## src/hdl/cfgload_pkg.sv

```systemverilog
/*
  Shared constants of the configuration word loader: the serial memory word map,
  store indices, configuration offsets, field positions and the bus address layout.
  Assumes a 32-bit APB register bus and a 16-bit word reader for the serial memory.
*/
package cfgload_pkg;
  localparam int NWORDS = 16;
  localparam int IXW    = 4;
  localparam int EE_AW  = 8;
  localparam int WORD_W = 16;
  localparam int AW     = 13;
  localparam int DW     = 32;
  localparam int OFF_W  = 10;
  localparam int SP_W   = 3;
  // serial memory word addresses, in load order
  localparam logic [EE_AW-1:0] EE_MAP [NWORDS] = '{
    8'h22, 8'h24, 8'h28, 8'h2A, 8'h2C, 8'h2E, 8'h32, 8'h34,
    8'h38, 8'h3A, 8'h3C, 8'h3E, 8'h42, 8'h44, 8'h48, 8'h4A};
  // store indices
  localparam int IX_P1      = 0;
  localparam int IX_P2      = 1;
  localparam int IX_VID0    = 2;
  localparam int IX_DEVCTL0 = 5;
  localparam int IX_SLOT1_L = 6;
  localparam int IX_SLOT2_L = 7;
  localparam int IX_DID0    = 8;
  localparam int IX_MISC2   = 11;
  localparam int IX_SLOT1_H = 12;
  localparam int IX_SLOT2_H = 13;
  localparam int IX_REV0    = 14;
  // address spaces, selected by address bits above the offset
  localparam logic [SP_W-1:0] SP_FUNC0  = 3'h0;
  localparam logic [SP_W-1:0] SP_FUNC2  = 3'h2;
  localparam logic [SP_W-1:0] SP_PORT1  = 3'h3;
  localparam logic [SP_W-1:0] SP_PORT2  = 3'h4;
  localparam logic [SP_W-1:0] SP_LOADER = 3'h5;
  // configuration offsets
  localparam logic [OFF_W-1:0] OFF_ID      = 10'h000;
  localparam logic [OFF_W-1:0] OFF_REV     = 10'h008;
  localparam logic [OFF_W-1:0] OFF_MISC    = 10'h068;
  localparam logic [OFF_W-1:0] OFF_DSI     = 10'h080;
  localparam logic [OFF_W-1:0] OFF_PMCSR   = 10'h084;
  localparam logic [OFF_W-1:0] OFF_CAP     = 10'h0E0;
  localparam logic [OFF_W-1:0] OFF_DEVCTL  = 10'h0E8;
  localparam logic [OFF_W-1:0] OFF_PORTNUM = 10'h0EC;
  localparam logic [OFF_W-1:0] OFF_SLOTCLK = 10'h0F0;
  localparam logic [OFF_W-1:0] OFF_SLOTCAP = 10'h0F4;
  localparam logic [OFF_W-1:0] OFF_TCMAP   = 10'h154;
  localparam logic [OFF_W-1:0] OFF_LDCTRL  = 10'h000;
  localparam logic [OFF_W-1:0] OFF_LDSTAT  = 10'h004;
  // field positions: source bit in word, destination bit in dword, width
  localparam int SRC_SLOTIMP = 0;
  localparam int DST_SLOTIMP = 24;
  localparam int SRC_REFCLK  = 1;
  localparam int DST_REFCLK  = 28;
  localparam int SRC_DSI     = 2;
  localparam int DST_DSI     = 21;
  localparam int SRC_PNUM    = 4;
  localparam int DST_PNUM    = 24;
  localparam int PNUM_W      = 2;
  localparam int SRC_PMSC    = 6;
  localparam int DST_PMSC    = 13;
  localparam int PMSC_W      = 2;
  localparam int SRC_TC      = 9;
  localparam int DST_TC      = 1;
  localparam int TC_W        = 7;
  localparam int DEVCTL_W    = 15;
  localparam int ERR_W       = 4;
  localparam int MRRS_LSB    = 12;
  localparam int MRRS_W      = 3;
  localparam int MISC_BASIC  = 0;
  localparam int MISC_B64    = 1;
  localparam int MISC_PF     = 2;
  localparam int MISC_UMEN   = 4;
  localparam int MISC_UM_LSB = 5;
  localparam int UMRRS_W     = 2;
  localparam int MISC_PFL    = 8;
  localparam int PFL_W       = 7;
  localparam logic [WORD_W-1:0] MISC_MASK = 16'h7F77;
  // loader control and status bits
  localparam int CTL_RELOAD  = 0;
  localparam int ST_BUSY     = 0;
  localparam int ST_DONE     = 1;
  localparam int ST_IDX      = 8;
endpackage

```

## src/hdl/cfg_word_store.sv

```systemverilog
/*
  Register bank holding the loaded configuration words, all readable in parallel.
  Assumes one write per cycle from the loader; every word reads zero after reset.
*/
`timescale 1ns/1ps
module cfg_word_store #(
  parameter int N = cfgload_pkg::NWORDS,
  parameter int W = cfgload_pkg::WORD_W,
  parameter int XW = cfgload_pkg::IXW
) (
  // clock and reset
  input  wire logic         clk,
  input  wire logic         rst_b,
  // write port
  input  wire logic         we,
  input  wire logic [XW-1:0] widx,
  input  wire logic [W-1:0] wdata,
  // parallel read
  output logic      [W-1:0] words [N]
);
  import cfgload_pkg::*;

  always_ff @(posedge clk or negedge rst_b) begin
    if (!rst_b) begin
      for (int i = 0; i < N; i++) begin
        words[i] <= '0;
      end
    end else if (we) begin
      words[widx] <= wdata;
    end
  end
endmodule

```

## src/hdl/ee_word_fetch.sv

```systemverilog
/*
  Walks the serial memory word map, reads each word and writes it to the store.
  Assumes a word reader on the same clock that answers a held request with a
  one-cycle acknowledge carrying the data.
*/
`timescale 1ns/1ps
module ee_word_fetch (
  // clock and reset
  input  wire logic                          clk,
  input  wire logic                          rst_b,
  // control
  input  wire logic                          start,
  output logic                               busy,
  output logic [cfgload_pkg::IXW-1:0]        idx,
  // word reader
  output logic                               req,
  output logic [cfgload_pkg::EE_AW-1:0]      addr,
  input  wire logic                          ack,
  input  wire logic [cfgload_pkg::WORD_W-1:0] rdata,
  // store write
  output logic                               we,
  output logic [cfgload_pkg::IXW-1:0]        widx,
  output logic [cfgload_pkg::WORD_W-1:0]     wdata
);
  import cfgload_pkg::*;

  typedef enum logic [1:0] {F_IDLE, F_WAIT, F_GAP} fetch_t;
  fetch_t state;

  assign busy = (state != F_IDLE) || we;

  always_ff @(posedge clk or negedge rst_b) begin
    if (!rst_b) begin
      state <= F_IDLE;
      idx   <= '0;
      req   <= 1'b0;
      addr  <= '0;
      we    <= 1'b0;
      widx  <= '0;
      wdata <= '0;
    end else begin
      we <= 1'b0;
      unique case (state)
        F_IDLE: if (start) begin
          idx   <= '0;
          addr  <= EE_MAP[0];
          req   <= 1'b1;
          state <= F_WAIT;
        end
        F_WAIT: if (ack) begin
          req   <= 1'b0;
          we    <= 1'b1;
          widx  <= idx;
          wdata <= rdata;
          if (idx == IXW'(NWORDS - 1)) begin
            state <= F_IDLE;
          end else begin
            idx   <= IXW'(idx + 1'b1);
            state <= F_GAP;
          end
        end
        F_GAP: begin
          addr  <= EE_MAP[idx];
          req   <= 1'b1;
          state <= F_WAIT;
        end
      endcase
    end
  end
endmodule

```

## src/hdl/cfg_word_loader.sv

```systemverilog
/*
  Configuration word loader: fetches words 22h..4Ah from the serial memory after
  reset, places their fields in the configuration space of ports 1-2 and
  functions 0-2, and serves that space read-only over APB.
  Assumes an APB master on CLK_SYS and a word reader on the same clock.
//
// Summary of operation
// - word 22h 15:9 to port 1 TC map
// - word 24h bit 0 to slot implemented
// - word 24h bit 1 to slot clock
// - word 24h bit 2 to DSI required
// - word 24h 5:4 to port number
// - word 24h 7:6 to PM data scale
// - word 24h 15:9 to port 2 TC map
// - vendor ids from words 28h, 2Ah, 2Ch
// - word 2Eh 3:0 error reporting enables
// - word 2Eh 14:4 device control fields
// - port 1 slot capability from 32h, 42h
// - port 2 slot capability from 34h, 44h
// - device ids from words 38h, 3Ah, 3Ch
// - word 3Eh function 2 mode enables
// - user read request size overrides standard
// - prefetch length from word 3Eh 14:8
// - revision and interface from 48h, 4Ah
*/
`timescale 1ns/1ps
module cfg_word_loader (
  // clock and reset
  input  wire logic                           CLK_SYS,
  input  wire logic                           RST_B,
  // apb slave
  input  wire logic                           PSEL,
  input  wire logic                           PENABLE,
  input  wire logic                           PWRITE,
  input  wire logic [cfgload_pkg::AW-1:0]     PADDR,
  input  wire logic [cfgload_pkg::DW-1:0]     PWDATA,
  output logic      [cfgload_pkg::DW-1:0]     PRDATA,
  output logic                                PREADY,
  output logic                                PSLVERR,
  // serial memory word reader
  output logic                                EE_RD_REQ,
  output logic      [cfgload_pkg::EE_AW-1:0]  EE_WORD_ADDR,
  input  wire logic                           EE_RD_ACK,
  input  wire logic [cfgload_pkg::WORD_W-1:0] EE_RD_DATA,
  // load state
  output logic                                LOAD_BUSY,
  output logic                                LOAD_DONE,
  // port settings
  output logic      [cfgload_pkg::TC_W-1:0]   P1_TC_VC0_MAP,
  output logic      [cfgload_pkg::TC_W-1:0]   P2_TC_VC0_MAP,
  output logic                                P2_SLOT_IMPL,
  output logic                                P2_SLOT_CLK,
  output logic                                P2_DSI_REQ,
  output logic      [cfgload_pkg::PNUM_W-1:0] P2_PORT_NUM,
  output logic      [cfgload_pkg::PMSC_W-1:0] P2_PM_DATA_SCALE,
  // function settings
  output logic      [cfgload_pkg::ERR_W-1:0]  F0_ERR_REPORT_EN,
  output logic                                F2_BASIC_MODE,
  output logic                                F2_BOUNDARY64,
  output logic                                F2_HC_PREFETCH,
  output logic      [cfgload_pkg::PFL_W-1:0]  PREFETCH_LENGTH_DWORDS,
  output logic      [cfgload_pkg::MRRS_W-1:0] F2_MAX_READ_REQ
);
  import cfgload_pkg::*;

  logic [WORD_W-1:0] w [NWORDS];
  logic              boot;
  logic              start;
  logic              busy;
  logic              loaded;
  logic [IXW-1:0]    idx;
  logic              we;
  logic [IXW-1:0]    widx;
  logic [WORD_W-1:0] wdata;
  logic              answer;
  logic              acc;
  logic              wr_ctrl;
  logic [SP_W-1:0]   space;
  logic [OFF_W-1:0]  off;
  logic [DW-1:0]     rd_val;
  logic              rd_hit;
  logic [WORD_W-1:0] misc;

  // field placement: take wid bits at src of a word, put them at dst of a dword
  function automatic logic [DW-1:0] put(input logic [WORD_W-1:0] v, input int src, input int dst,
                                        input int wid);
    logic [DW-1:0] m;
    m   = DW'((64'h1 << wid) - 64'h1);
    put = ((DW'(v) >> src) & m) << dst;
  endfunction

  cfg_word_store u_store (
    .clk   (CLK_SYS),
    .rst_b (RST_B),
    .we    (we),
    .widx  (widx),
    .wdata (wdata),
    .words (w)
  );

  ee_word_fetch u_fetch (
    .clk   (CLK_SYS),
    .rst_b (RST_B),
    .start (start),
    .busy  (busy),
    .idx   (idx),
    .req   (EE_RD_REQ),
    .addr  (EE_WORD_ADDR),
    .ack   (EE_RD_ACK),
    .rdata (EE_RD_DATA),
    .we    (we),
    .widx  (widx),
    .wdata (wdata)
  );

  // automatic load right after reset release, or on software request
  always_ff @(posedge CLK_SYS or negedge RST_B) begin
    if (!RST_B) begin
      boot <= 1'b1;
    end else begin
      boot <= 1'b0;
    end
  end

  assign wr_ctrl = acc && PREADY && PWRITE && (space == SP_LOADER) && (off == OFF_LDCTRL);
  assign start   = boot || (wr_ctrl && PWDATA[CTL_RELOAD] && !busy);

  always_ff @(posedge CLK_SYS or negedge RST_B) begin
    if (!RST_B) begin
      loaded <= 1'b0;
    end else if (start) begin
      loaded <= 1'b0;
    end else if (!busy) begin
      loaded <= 1'b1;
    end
  end

  assign LOAD_BUSY = busy || !loaded;
  assign LOAD_DONE = loaded;

  // apb: one wait state, more while a load is running
  assign acc   = PSEL && PENABLE;
  assign space = PADDR[OFF_W +: SP_W];
  assign off   = PADDR[OFF_W-1:0];
  assign misc  = w[IX_MISC2] & MISC_MASK;

  always_ff @(posedge CLK_SYS or negedge RST_B) begin
    if (!RST_B) begin
      answer <= 1'b0;
    end else begin
      answer <= acc && !LOAD_BUSY && !answer;
    end
  end

  assign PREADY = answer;

  always_ff @(posedge CLK_SYS or negedge RST_B) begin
    if (!RST_B) begin
      PRDATA  <= '0;
      PSLVERR <= 1'b0;
    end else if (acc && !LOAD_BUSY && !answer) begin
      PRDATA  <= PWRITE ? '0 : rd_val;
      PSLVERR <= !rd_hit;
    end
  end

  // configuration space read decode
  always_comb begin
    rd_val = '0;
    rd_hit = 1'b1;
    unique case (space)
      SP_FUNC0, SP_FUNC0 + 3'h1, SP_FUNC2: begin
        if (off == OFF_ID) begin
          rd_val = {w[IX_DID0 + int'(space)], w[IX_VID0 + int'(space)]};
        end else if (off == OFF_REV && space != SP_FUNC2) begin
          rd_val = DW'(w[IX_REV0 + int'(space)]);
        end else if (off == OFF_DEVCTL && space == SP_FUNC0) begin
          rd_val = put(w[IX_DEVCTL0], 0, 0, DEVCTL_W);
        end else if (off == OFF_MISC && space == SP_FUNC2) begin
          rd_val = DW'(misc);
        end else begin
          rd_hit = 1'b0;
        end
      end
      SP_PORT1: begin
        if (off == OFF_TCMAP) begin
          rd_val = put(w[IX_P1], SRC_TC, DST_TC, TC_W);
        end else if (off == OFF_SLOTCAP) begin
          rd_val = {w[IX_SLOT1_H], w[IX_SLOT1_L]};
        end else begin
          rd_hit = 1'b0;
        end
      end
      SP_PORT2: begin
        unique case (off)
          OFF_CAP:     rd_val = put(w[IX_P2], SRC_SLOTIMP, DST_SLOTIMP, 1);
          OFF_SLOTCLK: rd_val = put(w[IX_P2], SRC_REFCLK, DST_REFCLK, 1);
          OFF_DSI:     rd_val = put(w[IX_P2], SRC_DSI, DST_DSI, 1);
          OFF_PORTNUM: rd_val = put(w[IX_P2], SRC_PNUM, DST_PNUM, PNUM_W);
          OFF_PMCSR:   rd_val = put(w[IX_P2], SRC_PMSC, DST_PMSC, PMSC_W);
          OFF_TCMAP:   rd_val = put(w[IX_P2], SRC_TC, DST_TC, TC_W);
          OFF_SLOTCAP: rd_val = {w[IX_SLOT2_H], w[IX_SLOT2_L]};
          default:     rd_hit = 1'b0;
        endcase
      end
      SP_LOADER: begin
        if (off == OFF_LDCTRL) begin
          rd_val = '0;
        end else if (off == OFF_LDSTAT) begin
          rd_val[ST_BUSY]          = busy;
          rd_val[ST_DONE]          = loaded;
          rd_val[ST_IDX +: IXW]    = idx;
        end else begin
          rd_hit = 1'b0;
        end
      end
      default: rd_hit = 1'b0;
    endcase
  end

  // port settings to the link logic
  always_ff @(posedge CLK_SYS or negedge RST_B) begin
    if (!RST_B) begin
      P1_TC_VC0_MAP    <= '0;
      P2_TC_VC0_MAP    <= '0;
      P2_SLOT_IMPL     <= 1'b0;
      P2_SLOT_CLK      <= 1'b0;
      P2_DSI_REQ       <= 1'b0;
      P2_PORT_NUM      <= '0;
      P2_PM_DATA_SCALE <= '0;
    end else begin
      P1_TC_VC0_MAP    <= w[IX_P1][SRC_TC +: TC_W];
      P2_TC_VC0_MAP    <= w[IX_P2][SRC_TC +: TC_W];
      P2_SLOT_IMPL     <= w[IX_P2][SRC_SLOTIMP];
      P2_SLOT_CLK      <= w[IX_P2][SRC_REFCLK];
      P2_DSI_REQ       <= w[IX_P2][SRC_DSI];
      P2_PORT_NUM      <= w[IX_P2][SRC_PNUM +: PNUM_W];
      P2_PM_DATA_SCALE <= w[IX_P2][SRC_PMSC +: PMSC_W];
    end
  end

  // function settings to the host controller logic
  always_ff @(posedge CLK_SYS or negedge RST_B) begin
    if (!RST_B) begin
      F0_ERR_REPORT_EN       <= '0;
      F2_BASIC_MODE          <= 1'b0;
      F2_BOUNDARY64          <= 1'b0;
      F2_HC_PREFETCH         <= 1'b0;
      PREFETCH_LENGTH_DWORDS <= '0;
      F2_MAX_READ_REQ        <= '0;
    end else begin
      F0_ERR_REPORT_EN       <= w[IX_DEVCTL0][ERR_W-1:0];
      F2_BASIC_MODE          <= misc[MISC_BASIC];
      F2_BOUNDARY64          <= misc[MISC_B64];
      F2_HC_PREFETCH         <= misc[MISC_PF];
      PREFETCH_LENGTH_DWORDS <= misc[MISC_PFL +: PFL_W];
      if (misc[MISC_UMEN]) begin
        F2_MAX_READ_REQ <= MRRS_W'(misc[MISC_UM_LSB +: UMRRS_W]);
      end else begin
        F2_MAX_READ_REQ <= w[IX_DEVCTL0][MRRS_LSB +: MRRS_W];
      end
    end
  end
endmodule

```

## config.mk

```make
export PLATFORM = sky130hd
export DESIGN_NAME = cfg_word_loader
export DESIGN_NICKNAME = d
export VERILOG_FILES = /design/src/hdl/cfgload_pkg.sv /design/src/hdl/cfg_word_store.sv /design/src/hdl/ee_word_fetch.sv /design/src/hdl/cfg_word_loader.sv
export SDC_FILE = /design/constraint.sdc
export NUM_CORES = 1
export LEC_CHECK = 0
export BUFFER_PORTS_ARGS = -buffer_cell sky130_fd_sc_hd__buf_2
export CAP_MARGIN = 0
export CORE_MARGIN = 3
export CORE_UTILIZATION = 55
export DETAILED_ROUTE_END_ITERATION = 8
export GPL_TIMING_DRIVEN = 0
export PLACE_DENSITY = 0.73
export SETUP_SLACK_MARGIN = 0.4
export SLEW_MARGIN = 20
export SYNTH_ARGS = -nofsm -noshare
export SYNTH_HDL_FRONTEND = slang
export SYNTH_HIERARCHICAL = 1
export SYNTH_SLANG_ARGS = --single-unit
```

## constraint.sdc

```tcl
create_clock -name CLK_SYS -period 6.1 [get_ports CLK_SYS]
set_input_delay 1.83 -clock CLK_SYS [delete_from_list [all_inputs] [get_ports CLK_SYS]]
set_output_delay 1.83 -clock CLK_SYS [all_outputs]
set_load 0.005 [all_outputs]
```

# Word-level counts from Yosys, hierarchy flattened
# Memory sizes are Yosys's and may differ from the RTL's.
# Cells that the tools add are included.
# word_totals
inputBits	67
out_inout_bits	83
memories	1
reg_bits	366
rom_bits	128
word_cells	169
# classes
n_lt_le_gt_ge	6
mux	55
eq_ne	24
bitwise	5
add_sub_neg	4
n_reduce_logical	33
# memory_table
memory	depth	word_bits	read_ports	rd_ports_with_merged_regs	wr	line_no	text
(no name shown)	16	8	1	0	0	ee_word_fetch.sv:63	addr <= EE_MAP[idx];
# ops
op	n
$bwmux W256	1
$pmux W32 S7	1
$bmux W16 S4	3
$mux W16	8
$mux W32	4
$pmux W32 S4	1
$ge A32 B5 Y1 const B	3
$eq A10 B8 Y1 const B	7
$demux W16 S4	1
$not A5 Y32	2
$not A4 Y32	1
$mux W15	2
$mux W8	3
$mux W4	5
$pmux W8 S2	1
$mux W1	15
$logic_and A1 B1 Y1	13
$add A4 B3 Y5 const A	2
$eq A10 B3 Y1 const B	1
$eq A10 B4 Y1 const B	1
$eq A10 B7 Y1 const B	1
$eq A10 B9 Y1 const B	1
$ge A5 B5 Y1 const B	2
$logic_not A10 Y1	1
other kinds (27)	47

# Depth between registers and ports, before layout
# logic_depth
ltp_word	10
ltp_mapped	16
mapped_depth_nobuf	8

# Cells and area by module
# The synthesis kept the hierarchy.
# by_module_without_submodules
mod	seq_area_each_um2	instances	cells_per_inst	area_each_um2
cfg_word_store	6406.1	1	573	9795.6
cfg_word_loader	1853.0	1	711	7659.8
ee_word_fetch	825.8	1	153	1497.7

# Worst setup path after synthesis
# No wires, ideal clock.
# synth_path
path_type	input port to flip-flop
from	input port PADDR[11] (netlist bit)
to	register PRDATA[13] (netlist bit)
arrival_time_ns	4.635
slack_ns	1.339
t_required_ns	5.973
stages	14
n_path_buf	9
setup_time_ns	0.127
cell_sequence	buf_6 > buf_12 > buf_4 > buf_4 > inv_1 > buf_2 > ha_1 > buf_2 > buf_4 > buf_2 > clkbuf_1 > mux4_2 > a32oi_1 > nand3_1
# synth_between
elab_chain_len	9
word_cells_on_any_way	27
cone_classes	add/sub (2); eq/ne (6); mux (12); bitwise (2); reduce/logical (5)
# synth_lines
item	line_no	text
start, declared	cfg_word_loader.sv:35	input wire logic [cfgload_pkg::AW-1:0] PADDR,
$add A4 B3 Y5	cfg_word_loader.sv:176	rd_val = DW'(w[IX_REV0 + int'(space)]);
$not A5 Y32 (implied by the code)	cfg_word_loader.sv:176	
$bmux W16 S4	cfg_word_loader.sv:176	
$mux W16 (implied by the code) (2 in series)	cfg_word_loader.sv:176	
$mux W16	cfg_word_loader.sv:175	end else if (off == OFF_REV && space != SP_FUNC2) begin
$mux W32	cfg_word_loader.sv:173	if (off == OFF_ID) begin
$pmux W32 S4 *	cfg_word_loader.sv:171	unique case (space)
$mux W32 *	cfg_word_loader.sv:162	PRDATA <= PWRITE ? '0 : rd_val;
end signal, assigned	cfg_word_loader.sv:162	
end, declared	cfg_word_loader.sv:37	output logic [cfgload_pkg::DW-1:0] PRDATA,
# Every way passes the cells marked *; elsewhere a longest branch is shown, timed or not. The select of a mux whose other input is x is not followed.
# A chain may end at the register's enable or synchronous reset.

# Final worst setup path
# layout_path
from	input port PADDR[11] (netlist bit)
to	register PRDATA[6] (netlist bit)
# The elaborated chain is that of the path after synthesis.

==> run_results.csv <==
group,metric,value,unit
status,status,"finished, final reports clean",
setup_path,crit_path_end_kind,"flip-flop",
timing,fmax,0.178,GHz
floorplanning,core,0.0338,mm²
layout,drive_above_1_share,41.3,%
setup_path,arrival,6.05,ns
global_routing,overflow,0,
layout,register_area,0.00908,mm²
setup_path,required,6.52,ns
route,drc,0,
timing,setup_ws,0.472,ns
timing,timing.final.crit_share,92.3,%
placed_design,hpwlAfterDp,48100,µm
route,drtIter0Drc,2150,
synth,synth-main-ff-cell,"dfrtp_1",
setup_path,crit_fanout,10,
setup_path,timing.rr.end,"PRDATA[1]$_DFFE_PN0P_",
placed_design,numPortBuffers,111,
power_and_ir_drop,pwr_density_cell,404,mW/mm²
route,via_per_inst,7.13,
setup_path,cp_num_cells,16,
hold_path,hold_path_end,"F0_ERR_REPORT_EN[2]$_DFF_PN0_",
setup_path,crit_path_frequent_cell,"buf_4",
clock_network,hold_buffers,0,
power_and_ir_drop,p_total,8.79,mW
setup_path,slowest_delay,0.51,ns
synth,ys_warn_count,6,
timing,rsz0062_at_grt,"false",
timing,final_max_slew_viol_count,0,
layout,multi_input_area,0.00914,mm²
power_and_ir_drop,peakVddDrop,0.294,mV
setup_path,start_kind,"primary input",
floorplanning,io_pins,150,
timing,setup_violations,0,
clock_network,clock-root-buffer,"clkbuf_16",
timing,period_needed,5.63,ns
route,drt-total-wl,70500,µm
layout,antenna_cells,0,
route,ant_nets,0,
synth,synthesis.area,0.0190,mm²
clock_network,cts.sinks,363,
synth,synth-edff-count,0,
clock_network,clock_latency,0.58,ns
setup_path,cp_slowest_cell,"clkbuf_2",
synth,ys_seq_area_share,47.9,%
setup_path,r2r_cells,6,
clock_network,cts_setup_buffers,0,
global_routing,grt_max_degree,101,
floorplanning,initial_core_util,56.1,%
clock_network,htreeDepth,2,
layout,fill_cells,2563,
floorplanning,rows,67,
timing,finalClockSkew,0.0245,ns
placed_design,post-place-ws,-0.442,ns
run,maxCapViolCount,0,
floorplanning,dieArea,0.0367,mm²
synth,synth-async-reset-ratio,100,%
layout,final_util,64.3,%
layout,nNetsFinal,1668,
timing,max_slew_margin,21.7,%
timing,setup_tns,0,ns
synth,ys_types,81,
global_routing,grt_usage,38.8,%
route,vias,14800,
setup_path,r2r-start,"u_fetch/state[1]$_DFFE_PN0P_",
hold_path,min_from,"u_store/words[162]$_DFFE_PN0P_",
layout,fin_cells,2072,
synth,synth.ff_latch_count,363,
floorplanning,die_w,192,µm
setup_path,worst-path-buf-inv,11,
synth,synth_area_leaders,"dfrtp_1 48%, mux2_2 15%, mux4_2 12%",
clock_network,max-clock-path-buffers,3,
power_and_ir_drop,p_leak,10.0,nW
hold_path,hold_class,"flip-flop to flip-flop",
synth,synth_cells,1437,
global_routing,grt_first_pass_wirelength,101000,µm
clock_network,cts_tree,"built",
synth,syn_area_per_cell,13.2,µm²
clock_network,cts_resized,7,
timing,hold_violations,0,
setup_path,cp_top_family,"buffers and inverters",
clock_network,numCtsBuffers,39,
setup_path,crit_type,"primary input to flip-flop",
setup_path,ff2ff_setup_slack,2.55,ns
clock_network,path_clk_slew,0.06,ns
synth,yosysTopAreaCellShare,47.8,%
placed_design,dp_cells,2001,
layout,syn2layout_area_growth,14.7,%
global_routing,antenna_found_initial,1,
route,routedWlPerCell,34.0,µm
route,first_pass_iters,6,
floorplanning,die_y,192,µm
setup_path,worstPathCellList,"buf_2 -> buf_6 -> buf_12 -> buf_4 -> buf_4 -> inv_1 -> buf_2 -> ha_1 -> buf_4 -> buf_4 -> clkbuf_4 -> clkbuf_2 -> nand3b_1 -> a31oi_1 -> a221oi_1 -> o21ai_0",
timing,tightest_slew,1.17,ns
global_routing,first_global_vias,14400,
hold_path,whs_path_depth,0,
placed_design,gp_congestion,1.05,
synth,yosysTopAreaCell,"dfrtp_1",
==> area by class of cell <==
class                   instances  area share [%]
multi-input cells             946            42.0
flip-flops and latches        363            41.8
plain buffers                 113            3.28
inverters                      16           0.276
repair buffers                115            3.11
clock buffers                  46            4.85
clock inverters                25            2.07
well taps                     448            2.58
==> metal layers <==
metal  vias to the layer above  share of wire [%]  track usage [%]
met4                         0                7.0             20.5
met3                       326                 12             12.0
met1                      7569                 38             51.6
met2                      1107                 43             57.5
met5                         -                  0                0
li1                       5764                  -                -
==> where the power goes <==
part | switching [mW] | leakage (nW) | internal [mW] | total, mW
registers | 0.808 | 4.87 | 3.06 | 3.86
clock network | 1.04 | 0.739 | 1.75 | 2.79
logic | 1.00 | 4.43 | 1.13 | 2.14
total | 2.85 | 10.0 | 5.94 | 8.79
==> synthesized netlist by cell type (3+ instances only) <==
library cell	n
mux2i_1	32
and2_1	4
nand2b_1	9
nor2_1	27
a211o_1	5
clkbuf_1	36
buf_4	24
a32oi_1	7
a22o_1	17
o21ai_0	31
nand2_1	135
a21oi_1	49
nand3_1	17
a2bb2oi_1	3
mux2_2	245
o21ai_1	3
nor4_1	3
buf_6	11
nor3_2	5
a21o_1	4
mux4_2	105
a32o_1	5
o2bb2ai_1	6
ha_1	7
a222oi_1	9
a21boi_0	5
buf_2	35
nand3b_4	3
a31oi_1	10
mux2_4	20
nor2_2	9
a211oi_1	13
dfrtp_1	362
inv_1	15
a221oi_1	19
nand4_1	4
nor3_1	16
a221o_1	3
buf_12	3
a22oi_1	31
or3_1	6
nand3b_1	6
nor2b_1	24
buf_1	4
==> cells in the final DEF, fill, tap and decap left out, types with 15 or more instances in the layout <==
| cell | Yosys | final |
|---|---|---|
| dfrtp_1 | 362 | 362 |
| mux2_2 | 245 | 245 |
| buf_2 | 35 | 140 |
| nand2_1 | 135 | 135 |
| mux4_2 | 105 | 105 |
| a21oi_1 | 49 | 49 |
| clkbuf_16 | 0 | 40 |
| clkbuf_1 | 36 | 37 |
| mux2i_1 | 32 | 32 |
| o21ai_0 | 31 | 31 |
| a22oi_1 | 31 | 31 |
| buf_4 | 24 | 26 |
| nor2_1 | 27 | 26 |
| nor2b_1 | 24 | 24 |
| mux2_4 | 20 | 20 |
| a221oi_1 | 19 | 19 |
| nand3_1 | 17 | 17 |
| a22o_1 | 17 | 17 |
| inv_1 | 15 | 15 |
| nor3_1 | 16 | 15 |
==> sequential cells by signal, summed over array words and instances, names as in the netlist, 2 cells and up <==
name,cells
u_store/words,256
PRDATA,32
u_fetch/wdata,16
P1_TC_VC0_MAP,7
P2_TC_VC0_MAP,7
PREFETCH_LENGTH_DWORDS,7
u_fetch/addr,6
F0_ERR_REPORT_EN,4
u_fetch/idx,4
u_fetch/widx,4
F2_MAX_READ_REQ,3
P2_PM_DATA_SCALE,2
P2_PORT_NUM,2
u_fetch/state,2
==> worst max path at each step <==
stage          startpoint                          end  slack (ns)
5_1_grt         PADDR[11]        PRDATA[5]$_DFFE_PN0P_        0.41
3_3_place_gp        RST_B  u_fetch/widx[3]$_DFFE_PN0P_       -3.75
4_1_cts         PADDR[11]        PRDATA[5]$_DFFE_PN0P_        0.56
6_report        PADDR[11]        PRDATA[6]$_DFFE_PN0P_        0.47
3_5_place_dp    PADDR[11]        PRDATA[6]$_DFFE_PN0P_       -0.44
2_1_floorplan   PADDR[11]       PRDATA[13]$_DFFE_PN0P_        1.34
==> metrics by stage <==
stage                     area (µm²)  hold WS (ns)
after floorplan                19000         0.385
after global placement         20100         0.445
after detailed placement       20200         0.439
after CTS                      21700         0.456
after global routing           21700         0.478
final                          21700         0.453
==> cells by family (layout without fill, tap and decap cells) <==
family | count (synthesis) | after routing | synth area share [%]
xor+xnor | 1 | 1 | 0.0462
simple gates | 300 | 300 | 8.55
compound gates | 233 | 233 | 8.71
flops | 363 | 363 | 47.9
other cells | 2 | 3 | 0.0396
fa+ha+maj | 7 | 7 | 0.462
buf+inv | 129 | 315 | 3.95
mux | 402 | 402 | 30.3
(Power assumes the default switching activity.)
